==> src/inc/clig_pkg.sv <==
package clig_pkg;

  localparam int          NUM_LEVELS          = 6;
  localparam int          DATA_W              = 16;
  localparam int          PC_W                = 16;

  // Data-memory addresses of the two mapped registers
  localparam logic [15:0] LEVEL_MASK_ADDR     = 16'h0004;
  localparam logic [15:0] LEVEL_PENDING_ADDR  = 16'h0006;

  // Field layout: levels one to six sit in bits 0..5, the rest reads zero
  localparam int          LEVEL_LSB           = 0;
  localparam int          LEVEL_MSB           = 5;
  localparam logic [5:0]  LEVEL_MASK_RESET    = 6'h00;
  localparam logic [5:0]  LEVEL_PENDING_RESET = 6'h00;

  // Status register zero: global disable bit position and reset value
  localparam int          GDIS_BIT            = 9;
  localparam logic [15:0] STATUS_ZERO_RESET   = 16'h0200;

  // Fixed vectors outside the maskable levels
  localparam logic [15:0] NMI_VECTOR          = 16'h0024;
  localparam logic [15:0] TRAP_VECTOR         = 16'h0022;

  // Base encoding of the soft interrupt opcode; number goes in the low five bits
  localparam logic [15:0] SOFT_IRQ_OPCODE     = 16'hbe60;
  localparam logic [15:0] SOFT_IRQ_NUM_MASK   = 16'h001f;

  // Hardware return-address stack
  localparam int          STACK_DEPTH         = 8;
  localparam int          STACK_AW            = 3;

  typedef enum logic [3:0]
  {
    ST_IDLE = 4'b0001,
    ST_JAM  = 4'b0010,
    ST_PUSH = 4'b0100,
    ST_LOAD = 4'b1000
  } clig_state_t;

  typedef enum logic [3:0]
  {
    SRC_HW   = 4'b0001,
    SRC_SOFT = 4'b0010,
    SRC_TRAP = 4'b0100,
    SRC_NMI  = 4'b1000
  } clig_src_t;

endpackage

==> src/inc/clig_stack_if.sv <==
`timescale 1ns/1ps
`default_nettype none

interface clig_stack_if;
  logic                      push;
  logic                      pop;
  logic [clig_pkg::PC_W-1:0] push_data;
  logic [clig_pkg::PC_W-1:0] pop_data;
  logic                      pop_valid;
  logic                      empty;

  modport ctrl
  (
    output push,
    output pop,
    output push_data,
    input  pop_data,
    input  pop_valid,
    input  empty
  );

  modport mem
  (
    input  push,
    input  pop,
    input  push_data,
    output pop_data,
    output pop_valid,
    output empty
  );
endinterface

`default_nettype wire

==> src/design/clig_stack.sv <==
`timescale 1ns/1ps
`default_nettype none

module clig_stack
(
  input wire logic   clk,
  input wire logic   rst_sync_n,
  clig_stack_if.mem  stk
);

  logic [clig_pkg::PC_W-1:0]     mem [clig_pkg::STACK_DEPTH];
  logic [clig_pkg::STACK_AW-1:0] wr_ptr;
  logic [clig_pkg::STACK_AW:0]   count;
  logic [clig_pkg::PC_W-1:0]     rd_data;
  logic                          rd_valid;

  wire  [clig_pkg::STACK_AW-1:0] top_idx  = wr_ptr - 3'h1;
  wire                           is_full  = (count == 4'(clig_pkg::STACK_DEPTH));
  wire                           is_empty = (count == 4'h0);

  // Storage has no reset; the pointer, count and read data and valid registers get a defined start
  always_ff @(posedge clk)
  begin
    if (stk.push)
      mem[wr_ptr] <= stk.push_data;
  end

  // A push into a full stack wraps and silently loses the oldest entry
  always_ff @(posedge clk or negedge rst_sync_n)
  begin
    if (!rst_sync_n)
    begin
      wr_ptr   <= '0;
      count    <= '0;
      rd_data  <= '0;
      rd_valid <= 1'b0;
    end
    else
    begin
      rd_valid <= 1'b0;
      if (stk.push)
      begin
        wr_ptr <= wr_ptr + 3'h1;
        if (!is_full)
          count <= count + 4'h1;
      end
      else if (stk.pop)
      begin
        rd_data  <= mem[top_idx];
        rd_valid <= 1'b1;
        if (!is_empty)
        begin
          wr_ptr <= top_idx;
          count  <= count - 4'h1;
        end
      end
    end
  end

  assign stk.pop_data  = rd_data;
  assign stk.pop_valid = rd_valid;
  assign stk.empty     = is_empty;

endmodule

`default_nettype wire

==> src/design/clig_gate.sv <==
`timescale 1ns/1ps
`default_nettype none

module clig_gate
(
  input  wire logic        sys_clk,
  input  wire logic        rst_n,
  input  wire logic [15:0] dm_addr,
  input  wire logic        dm_write_en,
  input  wire logic        dm_read_en,
  input  wire logic [15:0] dm_wdata,
  output logic      [15:0] dm_rdata,
  output logic             dm_rdata_valid,
  input  wire logic [5:0]  src_flag,
  input  wire logic [5:0]  src_enable,
  input  wire logic        instr_boundary,
  input  wire logic        soft_irq_instr,
  input  wire logic [4:0]  soft_irq_num,
  input  wire logic        trap_instr,
  input  wire logic        nmi_pin,
  input  wire logic        set_control_bit_instr,
  input  wire logic        clear_control_bit_instr,
  input  wire logic        load_status_instr,
  input  wire logic [15:0] load_status_data,
  input  wire logic [15:0] cur_pc,
  input  wire logic        ret_instr,
  output logic             instr_bus_force,
  output logic      [15:0] forced_opcode,
  output logic             pc_load,
  output logic      [15:0] pc_vector,
  output logic             ret_pc_valid,
  output logic      [15:0] ret_pc,
  output logic      [5:0]  level_pending_flags,
  output logic      [5:0]  level_mask,
  output logic      [15:0] status_reg_zero,
  output logic             ack_busy
);

  // Vector of a numbered interrupt: two words apart
  function automatic logic [15:0] vector_of(input logic [4:0] num);
    vector_of = {10'h000, num, 1'b0};
  endfunction

  // Index of the lowest set bit, plus one; zero when none is set
  function automatic logic [2:0] first_level(input logic [5:0] req);
    first_level = 3'h0;
    for (int i = clig_pkg::NUM_LEVELS - 1; i >= 0; i--)
      if (req[i])
        first_level = 3'(i + 1);
  endfunction

  function automatic logic [5:0] level_bit(input logic [2:0] num);
    level_bit = (num == 3'h0) ? 6'h00 : 6'(6'h01 << (num - 3'h1));
  endfunction

  // Reset release through two flops
  logic rst_meta_n;
  logic rst_sync_n;

  always_ff @(posedge sys_clk or negedge rst_n)
  begin
    if (!rst_n)
    begin
      rst_meta_n <= 1'b0;
      rst_sync_n <= 1'b0;
    end
    else
    begin
      rst_meta_n <= 1'b1;
      rst_sync_n <= rst_meta_n;
    end
  end

  // Pin synchroniser; the edge detector only looks at the second stage
  logic nmi_meta;
  logic nmi_sync;
  logic nmi_prev;
  logic nmi_latched;

  always_ff @(posedge sys_clk or negedge rst_sync_n)
  begin
    if (!rst_sync_n)
    begin
      nmi_meta <= 1'b0;
      nmi_sync <= 1'b0;
      nmi_prev <= 1'b0;
    end
    else
    begin
      nmi_meta <= nmi_pin;
      nmi_sync <= nmi_meta;
      nmi_prev <= nmi_sync;
    end
  end

  wire nmi_edge = nmi_sync & ~nmi_prev;

  clig_pkg::clig_state_t state;
  clig_pkg::clig_state_t next_state;
  clig_pkg::clig_src_t   cur_src;
  logic [15:0]           saved_pc;
  logic [5:0]            pending;
  logic [5:0]            mask;
  logic [15:0]           status_zero;

  wire gdis = status_zero[clig_pkg::GDIS_BIT];

  // Register decode
  wire sel_mask    = (dm_addr == clig_pkg::LEVEL_MASK_ADDR);
  wire sel_pending = (dm_addr == clig_pkg::LEVEL_PENDING_ADDR);
  wire wr_mask     = dm_write_en & sel_mask;
  wire wr_pending  = dm_write_en & sel_pending;

  wire [5:0] w1c_clear = wr_pending ? dm_wdata[clig_pkg::LEVEL_MSB:clig_pkg::LEVEL_LSB] : 6'h00;
  wire [5:0] level_set = src_flag & src_enable;

  // Mask and global disable both gate; disable only applies to maskable levels
  wire [5:0] eligible   = pending & mask & {clig_pkg::NUM_LEVELS{~gdis}};
  wire [2:0] win_level  = first_level(eligible);
  wire       idle       = (state == clig_pkg::ST_IDLE);

  // NMI and instruction requests bypass mask and disable entirely
  wire take_nmi  = idle & nmi_latched;
  wire take_soft = idle & ~nmi_latched & soft_irq_instr;
  wire take_trap = idle & ~nmi_latched & ~soft_irq_instr & trap_instr;
  wire take_hw   = idle & ~nmi_latched & ~soft_irq_instr & ~trap_instr
                 & instr_boundary & (win_level != 3'h0);
  wire accept    = take_nmi | take_soft | take_trap | take_hw;

  // Only a hardware level acknowledge drops its own pending bit
  wire [5:0] ack_clear = take_hw ? level_bit(win_level) : 6'h00;

  // Set wins over both kinds of clear
  wire [5:0] next_pending = (pending & ~w1c_clear & ~ack_clear) | level_set;

  wire [15:0] accept_vector = take_nmi  ? clig_pkg::NMI_VECTOR :
                              take_trap ? clig_pkg::TRAP_VECTOR :
                              take_soft ? vector_of(soft_irq_num) :
                                          vector_of({2'b00, win_level});

  wire [15:0] accept_opcode = clig_pkg::SOFT_IRQ_OPCODE
                            | (take_soft ? {11'h000, soft_irq_num} : {13'h0000, win_level});

  // Status zero: a non-trap acknowledge or set-control sets the disable bit, and either beats clear-control
  wire set_gdis = (accept & ~take_trap) | set_control_bit_instr;
  logic next_gdis;

  always_comb
  begin
    next_gdis = gdis;
    if (set_gdis)
      next_gdis = 1'b1;
    else if (clear_control_bit_instr)
      next_gdis = 1'b0;
  end

  wire [15:0] loaded_status = load_status_instr ? load_status_data : status_zero;
  // Load-status keeps the current disable bit
  wire [15:0] next_status_zero = {loaded_status[15:clig_pkg::GDIS_BIT+1], next_gdis,
                                  loaded_status[clig_pkg::GDIS_BIT-1:0]};

  always_ff @(posedge sys_clk or negedge rst_sync_n)
  begin
    if (!rst_sync_n)
      nmi_latched <= 1'b0;
    else
      nmi_latched <= nmi_edge | (nmi_latched & ~take_nmi);
  end

  // Disable bit lives apart from mask and pending; nothing here writes across
  always_ff @(posedge sys_clk or negedge rst_sync_n)
  begin
    if (!rst_sync_n)
    begin
      pending     <= clig_pkg::LEVEL_PENDING_RESET;
      mask        <= clig_pkg::LEVEL_MASK_RESET;
      status_zero <= clig_pkg::STATUS_ZERO_RESET;
    end
    else
    begin
      pending     <= next_pending;
      status_zero <= next_status_zero;
      if (wr_mask)
        mask <= dm_wdata[clig_pkg::LEVEL_MSB:clig_pkg::LEVEL_LSB];
    end
  end

  // Read port: one cycle latency, unmapped addresses return zero
  wire [15:0] read_mux = sel_mask    ? {10'h000, mask} :
                         sel_pending ? {10'h000, pending} :
                                       16'h0000;

  always_ff @(posedge sys_clk or negedge rst_sync_n)
  begin
    if (!rst_sync_n)
    begin
      dm_rdata       <= 16'h0000;
      dm_rdata_valid <= 1'b0;
    end
    else
    begin
      dm_rdata_valid <= dm_read_en;
      if (dm_read_en)
        dm_rdata <= read_mux;
    end
  end

  // Acknowledge sequence: jam opcode, push return address, load vector
  always_comb
  begin
    next_state = state;
    case (state)
      clig_pkg::ST_IDLE:
      begin
        if (accept)
          next_state = clig_pkg::ST_JAM;
      end
      clig_pkg::ST_JAM:
        next_state = clig_pkg::ST_PUSH;
      clig_pkg::ST_PUSH:
        next_state = clig_pkg::ST_LOAD;
      clig_pkg::ST_LOAD:
        next_state = clig_pkg::ST_IDLE;
      default:
        next_state = clig_pkg::ST_IDLE;
    endcase
  end

  always_ff @(posedge sys_clk or negedge rst_sync_n)
  begin
    if (!rst_sync_n)
    begin
      state         <= clig_pkg::ST_IDLE;
      cur_src       <= clig_pkg::SRC_HW;
      forced_opcode <= 16'h0000;
      pc_vector     <= 16'h0000;
      saved_pc      <= 16'h0000;
    end
    else
    begin
      state <= next_state;
      if (accept)
      begin
        pc_vector     <= accept_vector;
        forced_opcode <= accept_opcode;
        saved_pc      <= cur_pc;
        cur_src       <= take_nmi  ? clig_pkg::SRC_NMI :
                         take_soft ? clig_pkg::SRC_SOFT :
                         take_trap ? clig_pkg::SRC_TRAP : clig_pkg::SRC_HW;
      end
    end
  end

  clig_stack_if stk ();

  // Only a hardware level needs the opcode forced; instructions already carry it
  assign instr_bus_force = (state == clig_pkg::ST_JAM) & (cur_src == clig_pkg::SRC_HW);
  assign stk.push        = (state == clig_pkg::ST_PUSH);
  assign stk.push_data   = saved_pc;
  assign stk.pop         = ret_instr & idle;
  assign pc_load         = (state == clig_pkg::ST_LOAD);

  clig_stack u_stack
  (
    .clk        (sys_clk),
    .rst_sync_n (rst_sync_n),
    .stk        (stk)
  );

  assign ret_pc_valid        = stk.pop_valid;
  assign ret_pc              = stk.pop_data;
  assign level_pending_flags = pending;
  assign level_mask          = mask;
  assign status_reg_zero     = status_zero;
  assign ack_busy            = ~idle;

endmodule

`default_nettype wire

==> config.mk <==
export PLATFORM = sky130hd
export DESIGN_NAME = clig_gate
export DESIGN_NICKNAME = d
export VERILOG_FILES = /design/src/inc/clig_pkg.sv /design/src/inc/clig_stack_if.sv /design/src/design/clig_stack.sv /design/src/design/clig_gate.sv
export SDC_FILE = /design/constraint.sdc
export NUM_CORES = 1
export LEC_CHECK = 0
export BUFFER_PORTS_ARGS = -buffer_cell sky130_fd_sc_hd__buf_4
export CAP_MARGIN = 20
export CORE_ASPECT_RATIO = 0.7
export CORE_MARGIN = 2
export CORE_UTILIZATION = 35
export DETAILED_ROUTE_END_ITERATION = 10
export SYNTH_ARGS = -nofsm -noshare
export SYNTH_HDL_FRONTEND = slang
export SYNTH_SLANG_ARGS = --single-unit
==> constraint.sdc <==
create_clock -name sys_clk -period 3.6 [get_ports sys_clk]
set_input_delay 0.72 -clock sys_clk [delete_from_list [all_inputs] [get_ports sys_clk]]
set_output_delay 0.72 -clock sys_clk [all_outputs]
set_load 0.02 [all_outputs]
==> results_dict.tcl, run 1 <==
set metrics [dict create \
    status "complete, no violations" \
    cp_data_required_time_ns 2.88 \
    worstPathMaxFanout 12 \
    ys_warn_count 0 \
    clk_pin_slew_ns 0.06 \
    synthSimpleGateAreaFrac 0.0769 \
    vias 5456 \
    synth_top_family_by_area "multiplexers" \
    synth-seq-area-share 0.686 \
    critPathKind "reg2out" \
    portBuffers 154 \
    placementRows 49 \
    synthCells 612 \
    worst_slew_pin_slew_ns 0.895 \
    slew_viol_final 0 \
    skew_ns 0.0109 \
    postRouteAntennaNets 0 \
    die-area_um2 27800 \
    grt_overflow_total 0 \
    final-seq-area_um2 6350 \
    multi_input_area_um2 2630 \
    dieWidth_um 198 \
    p_per_area_nw_per_um2 781 \
    worstPathArrival_ns 2.08 \
    die_h_um 140 \
    yosys.area_share.adder 0.0103 \
    hold_ws_ns 0.326 \
    globalRouteTotalUtil 0.149 \
    fillCellCount 2389 \
    antenna_found_initial 0 \
    finalNetCount 882 \
    syn_to_final_growth_pct 25.8 \
    ys_seq_elements 228 \
    rsz0062_at_grt "false" \
    hp-class "in2reg" \
    drc 0 \
    final_common_cell "buf_4" \
    critPathCaptureType "output port" \
    first_iter_violations 282 \
    hpwl_mm 13.8 \
    hold_violations 0 \
    synth_mux_area_frac 0.127 \
    drive_above_1_share 0.351 \
    relSlewSlack 0.403 \
    reg2reg_setup_slack_ns 1.04 \
    p_total_w 0.00910 \
    clock_latency_ns 0.51 \
    max_cap_violations 0 \
    max_freq_mhz 357 \
    ir_drop_mv 0.378 \
    gp_congestion 0.793 \
    finalInstanceArea_um2 11700 \
    htree_levels 1 \
    ys_types 51 \
    layout_common_cells "buf_4, edfxtp_1, dfrtp_1" \
    min_period_over_period 0.779 \
    pin_count 190 \
    core_area_um2 25900 \
    cts_max_path_buffers 3 \
    synth-compound-area-share 0.0511 \
    place_area_um2 10800 \
    fin_crit_ns 2.80 \
    cp-start-kind "flop" \
    async_flop_share 0.439 \
    grt_pass1_vias 5432 \
    synth-edff-count 128 \
    fin_tns_setup_ns 0 \
    synth-main-ff-cell "edfxtp_1" \
    wl_per_cell_um 17.9 \
    synthXorXnorAreaFrac 0.00554 \
    cts_num_sinks 228 \
    wirelength_mm 20.7 \
    antenna_cells 0 \
    clockRootBuffer "clkbuf_16" \
    cts_inserted_buffers 24 \
    grt_max_degree 66 \
    cts_tree "built" \
    final-setup-viol-count 0 \
    placedCellCount 1112 \
    vias_per_cell 4.72 \
    power.leakage_nw 4.68 \
    syn_area_um2 9260 \
    final_cell_count_no_fill 1157 \
    synth_area_per_cell_um2 15.1 \
    dr.pass1.iters 4 \
    start_util 0.358 \
    grt_pass1_wl_mm 31.7 \
]
## layer usage
layer  GRT usage  up-vias  wire length, um
li1            -     2550                -
met4      0.0389        0              483
met2       0.216      116             9180
met5           0        -                0
met3      0.0327       30             1000
met1       0.225     2760            10000
## worst max-delay path, cell delays in order, from the launching register on
cell	delay, ns
dfstp_2	0.58
nor4b_4	0.60
inv_2	0.19
buf_4	0.21
## flip-flops by register name (all words and copies together), names as in the netlist, 5 cells and up
signal and count:
dm_rdata 6, forced_opcode 6, level_mask 6, level_pending_flags 6, pc_vector 5, saved_pc 16
status_reg_zero 16, u_stack.mem 128, u_stack.stk.pop_data 16
## path summary, 6_finish.rpt
check,startpoint,end,depth (start not counted)
max,state[0],ack_busy,3
min in group asynchronous,rst_sync_n,nmi_meta,0
max reg2reg,level_mask[3],level_pending_flags[0],10
min reg2reg,nmi_meta,nmi_sync,0
min,nmi_pin,nmi_meta,1
max in group asynchronous,rst_sync_n,u_stack.wr_ptr[0],1
## timing repair
action | CTS | global route
endpoints found under the setup margin | 0 | 0
hold endpoints to repair | 2 | 0
gates resized for setup | 0 | 0
setup buffers | 0 | 0
hold buffers | 1 | 0
## cell usage after synthesis (3+ instances only)
master      n  area, um2
edfxtp_1  128       3840
dfrtp_1    97       2430
nand2_1    91        342
mux4_2     33        743
buf_4      32        240
o21ai_0    25        125
mux2_2     21        236
nor2_1     20       75.1
mux2i_1    17        170
inv_1      15       56.3
clkbuf_1   14       52.6
a21oi_1    12       60.1
nor3_1     10       50.1
buf_2       8       40.0
a22oi_1     7       52.6
nand3_1     7       35.0
a22o_1      6       52.6
a32o_1      6       60.1
ha_1        6       75.1
dfstp_2     3       78.8
inv_2       3       11.3
nand2b_1    3       18.8
nor4_1      3       18.8
nor4b_1     3       26.3
o31ai_1     3       22.5
or3_1       3       18.8
## stage by stage
| stage | worst slack, ns | util |
|---|---|---|
| floorplan | 0.537 | - |
| global placement | 1.03 | 0.418 |
| detailed placement | 1.02 | 0.418 |
| CTS | 0.784 | 0.450 |
| global route | 0.682 | 0.450 |
| finish | 0.797 | 0.450 |
## logic make-up after synthesis
group / count (synthesis)
AO/OA/AOI/OAI: 72
XOR/XNOR: 5
adder cells (fa/ha/maj): 7
buffers and inverters: 72
flip-flops: 228
multiplexers: 73
other: 2
AND/OR/NAND/NOR: 153
## power breakdown
group	switching, W	internal (W)	leakage (nW)
Combinational	0.00145	0.00125	1.90
Sequential	0.000474	0.00335	2.37
Clock	0.000983	0.00159	0.405
## layout make-up
type,count,share of cell area
repair buffers,175,0.114
well taps,357,0.0383
inverters,18,0.00580
flip-flops and latches,228,0.545
clock inverters,12,0.0135
clock buffers,32,0.0576
multi-input cells,335,0.225
Power figures use the tool's default switching activity.
==> inputs of run 2 (changes only) <==
==> constraint.sdc (replaced) <==
create_clock -name sys_clk -period 2.4 [get_ports sys_clk]
set_input_delay 0.48 -clock sys_clk [delete_from_list [all_inputs] [get_ports sys_clk]]
set_output_delay 0.48 -clock sys_clk [all_outputs]
set_load 0.02 [all_outputs]
==> run 2 against run 1 <==
Effect of this change: first-iteration DRC count rose by 22%; critical path depth is the same; sequential cell count unchanged; via count fell by 0.51%; register-to-register slack got worse by 0.88 ns; critical path type unchanged.
==> results_dict.tcl, run 2 (same netlist as run 1, synthesis figures left out) <==
set metrics [dict create \
    pin_count 190 \
    critPathCaptureType "output port" \
    min_period_over_period 0.936 \
    fin_tns_setup_ns 0 \
    ir_drop_mv 0.912 \
    finalInstanceArea_um2 11900 \
    final-setup-viol-count 0 \
    fillCellCount 2348 \
    final-seq-area_um2 6360 \
    cp-start-kind "flop" \
    globalRouteTotalUtil 0.148 \
    clockRootBuffer "clkbuf_16" \
    max_cap_violations 0 \
    rsz0062_at_grt "false" \
    antenna_cells 0 \
    max_freq_mhz 445 \
    die-area_um2 27800 \
    grt_max_degree 46 \
    cp_data_required_time_ns 1.92 \
    worst_slack_ns 0.153 \
    grt_pass1_wl_mm 31.7 \
    hold_start "nmi_pin" \
    p_per_area_nw_per_um2 1170 \
    final_common_cell "buf_4" \
    core_area_um2 25900 \
    reg2reg_setup_slack_ns 0.16 \
    htree_levels 1 \
    multi_input_area_um2 2680 \
    p_total_w 0.0139 \
    power.leakage_nw 4.84 \
    gp_congestion 0.776 \
    cts_inserted_buffers 24 \
    regMostFlops "u_stack.mem" \
    cts_num_sinks 228 \
    status "complete, no violations" \
    portBuffers 154 \
    dp_slack_ns 0.0709 \
    r2r_start "level_mask[3]" \
    rr_worst_depth 11 \
    worstReg2RegEnd "level_pending_flags[4]" \
    vias 5428 \
    syn_to_final_growth_pct 28.9 \
    final_cell_count_no_fill 1181 \
    die_h_um 140 \
    antenna_found_initial 0 \
    layout_common_cells "buf_4, edfxtp_1, dfrtp_1" \
    worstPathArrival_ns 1.77 \
    drive_above_1_share 0.383 \
    start_util 0.358 \
    finalNetCount 906 \
    hp-class "in2reg" \
    holdPathStages 1 \
    largest_reg_flops 128 \
    placementRows 49 \
    skew_ns 0.00795 \
    dieWidth_um 198 \
    clk_pin_slew_ns 0.06 \
    wirelength_mm 20.5 \
    postRouteAntennaNets 0 \
    vias_per_cell 4.60 \
    place_area_um2 11000 \
    critPathKind "reg2out" \
    cts_tree "built" \
    first_iter_violations 345 \
    drc 0 \
    worstPathMaxFanout 7 \
    cts_max_path_buffers 3 \
    slew_viol_final 0 \
    fin_crit_ns 2.25 \
    clock_latency_ns 0.51 \
    dr.pass1.iters 4 \
    grt_pass1_vias 5577 \
    hpwl_mm 14.0 \
    hold_violations 0 \
    grt_overflow_total 0 \
    min_to "nmi_meta" \
    placedCellCount 1132 \
    wl_per_cell_um 17.3 \
]
## run 2: area by class of cell
type / count / area share
Timing Repair Buffer: 199 / 0.130
Multi-Input combinational cell: 335 / 0.224
Clock buffer: 35 / 0.0581
Tap cell: 357 / 0.0374
Sequential cell: 228 / 0.532
Inverter: 18 / 0.00566
Clock inverter: 9 / 0.0124
## run 2: worst max-delay path, cell delays in order (launching register included)
cell,delay [ns]
dfstp_2,0.58
nor4b_4,0.33
inv_2,0.16
buf_4,0.19
## run 2: power breakdown
group	internal, W	switching (W)	total, W
Combinational	0.00208	0.00231	0.00439
Clock	0.00243	0.00148	0.00392
Sequential	0.00503	0.000611	0.00564
Total	0.00954	0.00441	0.0139
## run 2: timing repair
item                                    CTS  global route
buffers inserted                          0             4
endpoints found under the setup margin    1             8
hold buffers                              1             0
hold endpoints to repair                  2             0
gates resized for setup                   1             9
pin swaps                                 0             1
## run 2: worst max-delay path by stage
stage | endpoint | slack [ns] | startpoint | cells after the start
finish | ack_busy | 0.15 | state[0] | 3
global route | level_pending_flags[4] | 0.008 | level_mask[3] | 11
CTS | level_pending_flags[4] | 0.06 | level_mask[3] | 11
detailed placement | level_pending_flags[4] | 0.07 | level_mask[3] | 11
global placement | level_pending_flags[4] | 0.08 | level_mask[3] | 11
floorplan | u_stack.mem[4][0] | -0.26 | state[1] | 3
## run 2: per-layer routing
layer  vias to the layer above  part of all wire  track usage
li1                       2597                 -            -
met1                      2683              0.48        0.223
met5                         -                 0            0
met2                       122              0.45        0.223
met4                         0             0.022       0.0369
met3                        26             0.047       0.0265
## run 2: per-stage QoR
stage,hold slack (ns),utilization
floorplan,0.184,-
global placement,0.264,0.426
detailed placement,0.263,0.426
CTS,0.0637,0.459
global route,0.0630,0.461
finish,0.0807,0.461
==> inputs of run 3 (changes only) <==
--- a/config.mk
+++ b/config.mk
@@ -8,7 +8,7 @@
 export BUFFER_PORTS_ARGS = -buffer_cell sky130_fd_sc_hd__buf_4
 export CAP_MARGIN = 20
 export CORE_ASPECT_RATIO = 0.7
-export CORE_MARGIN = 2
+export CORE_MARGIN = 10
 export CORE_UTILIZATION = 35
 export DETAILED_ROUTE_END_ITERATION = 10
 export SYNTH_ARGS = -nofsm -noshare
==> run 3 against run 2 <==
Effect of this change: power shrank 2.3%; combinational power hardly changed; largest cell class unchanged; largest power group unchanged; maximum frequency down 1.6%; wire length increased by 6.7%; utilization is 0.35 points lower; non-clock buffer count is 3 lower; via count is 1.3% higher; sequential share of layout area grew 0.39 points; register-to-register slack worse by 0.04 ns; final area decreased by 0.75%; first-iteration DRC count rose by 13%; highest routed layer unchanged; clock skew rose by 0.0041 ns.
==> results_dict.tcl, run 3 (same netlist as run 1, synthesis figures left out) <==
set metrics [dict create \
    grt_overflow_total 0 \
    worstPathArrival_ns 2.67 \
    rr_worst_depth 11 \
    dieWidth_um 214 \
    wirelength_mm 21.9 \
    rsz0062_at_grt "true" \
    wl_met2_mm 10.5 \
    grt_max_degree 99 \
    cts_max_path_buffers 3 \
    final_cell_count_no_fill 1178 \
    placedCellCount 1128 \
    clock_latency_ns 0.51 \
    postRouteAntennaNets 0 \
    antenna_cells 0 \
    gp_congestion 0.781 \
    final-setup-viol-count 0 \
    syn_to_final_growth_pct 27.9 \
    vias_per_cell 4.67 \
    reg2reg_setup_slack_ns 0.12 \
    clockRootBuffer "clkbuf_16" \
    layout_common_cells "buf_4, edfxtp_1, dfrtp_1" \
    path_buf_inv 1 \
    p_per_area_nw_per_um2 1150 \
    power.leakage_nw 4.78 \
    status "complete, no violations" \
    regMostFlops "u_stack.mem" \
    fin_crit_ns 2.28 \
    max_cap_violations 0 \
    hold_ws_ns 0.0835 \
    htree_levels 1 \
    critPathKind "reg2reg" \
    cp_data_required_time_ns 2.79 \
    cts_tree "built" \
    placementRows 49 \
    final_common_cell "buf_4" \
    grt_pass1_vias 5779 \
    skew_ns 0.0120 \
    die_h_um 156 \
    worst_slew_pin_slew_ns 0.563 \
    dr.pass1.iters 4 \
    crit_path_frequent_cell "nand2_1" \
    cp-start-kind "flop" \
    drive_above_1_share 0.378 \
    cp.depth 11 \
    worst_path_max_delay_cell "dfrtp_1" \
    pin_count 190 \
    hp-class "in2reg" \
    drt-met1-wl_mm 9.78 \
    wl_per_cell_um 18.6 \
    hold_violations 0 \
    cts_inserted_buffers 24 \
    top_layer "met4" \
    core_area_um2 25900 \
    start_util 0.358 \
    drc 0 \
    grt_pass1_wl_mm 33.6 \
    worstPathMaxFanout 5 \
    fin_tns_setup_ns 0 \
    critPathCaptureType "flop" \
    worstPathCellList "and2_1, o211ai_1, nand2_1, inv_1, nor2_2, ha_1, nand2b_1, nor3_2, nand2_1, or3_1, a32o_1" \
    antenna_found_initial 0 \
    cts_num_sinks 228 \
    crit_path_max_incr_delay_ns 0.41 \
    ir_drop_mv 0.684 \
    portBuffers 154 \
    globalRouteTotalUtil 0.126 \
    finalNetCount 903 \
    vias 5497 \
    critPathTopFamily "simple AND/OR/NAND/NOR gates" \
    largest_reg_flops 128 \
    worstReg2RegEnd "level_pending_flags[4]" \
    fillCellCount 2339 \
    min_period_over_period 0.952 \
    hpwl_mm 15.1 \
    r2r_start "level_mask[3]" \
    relSlewSlack 0.625 \
    worstSetupEndpoint "level_pending_flags[4]" \
    route.met3.wl_mm 1.19 \
    max_freq_mhz 438 \
    die-area_um2 33500 \
    first_iter_violations 391 \
    p_total_w 0.0136 \
    slew_viol_final 0 \
    crit_path_start "level_mask[3]" \
    clk_pin_slew_ns 0.06 \
]
run 3: cell types whose count changed in the layout (fill, tap and decap cells not counted), sizes merged:
cell      delta
buf          -3
bufinv       -2
clkbuf       -6
clkinv       +6
clkinvlp     +1
inv          +1
run 3: metrics by stage:
stage	setup WS (ns)	instance area, um2	utilization
after floorplan	-0.260	9360	-
after global placement	0.0885	11000	0.425
after detailed placement	0.0697	11000	0.425
after CTS	0.0220	11800	0.455
after global routing	-0.0299	11800	0.458
final	0.116	11800	0.458
run 3: how the worst min path moves through the flow:
stage	startpoint	end	slack (ns)	cells after the start
2_1_floorplan	rst_n	rst_meta_n	0.18	0
3_3_place_gp	rst_n	rst_meta_n	0.26	1
3_5_place_dp	rst_n	rst_meta_n	0.26	1
4_1_cts	nmi_pin	nmi_meta	0.06	1
5_1_grt	nmi_pin	nmi_meta	0.07	1
6_report	nmi_pin	nmi_meta	0.08	1
run 3: what timing repair did:
item | 4_1_cts | 5_1_grt
setup buffers | 0 | 5
hold endpoints to repair | 2 | 0
setup endpoints to repair | 0 | 9
hold buffers | 1 | 0
gates resized for setup | 0 | 7
run 3: power by group:
| part | leakage [nW] | switching [W] | internal (W) |
|---|---|---|---|
| Combinational | 2.03 | 0.00235 | 0.00203 |
| Sequential | 2.37 | 0.000615 | 0.00503 |
| Clock | 0.380 | 0.00147 | 0.00212 |
run 3: cell type report:
| cell class | instances | area, um2 | area share |
|---|---|---|---|
| inverter | 18 | 67.6 | 0.00570 |
| multi-input combinational | 335 | 2670 | 0.225 |
| clock inverter | 15 | 130 | 0.0110 |
| timing repair buffer | 196 | 1540 | 0.130 |
| tap | 357 | 447 | 0.0377 |
| clock buffer | 29 | 641 | 0.0541 |
| sequential | 228 | 6350 | 0.536 |
run 3: metal layers:
layer,up-vias,global-route usage
li1,2609,-
met1,2744,0.170
met2,114,0.204
met3,30,0.0289
met4,0,0.0276
met5,-,0
run 3: worst register-to-register path, stage by stage, from the launching register on:
cell      delay [ns]
dfrtp_1         0.41
and2_1          0.18
o211ai_1        0.16
nand2_1         0.09
inv_1           0.07
nor2_2          0.04
ha_1            0.19
nand2b_1        0.17
nor3_2          0.19
nand2_1         0.07
or3_1           0.33
a32o_1          0.27
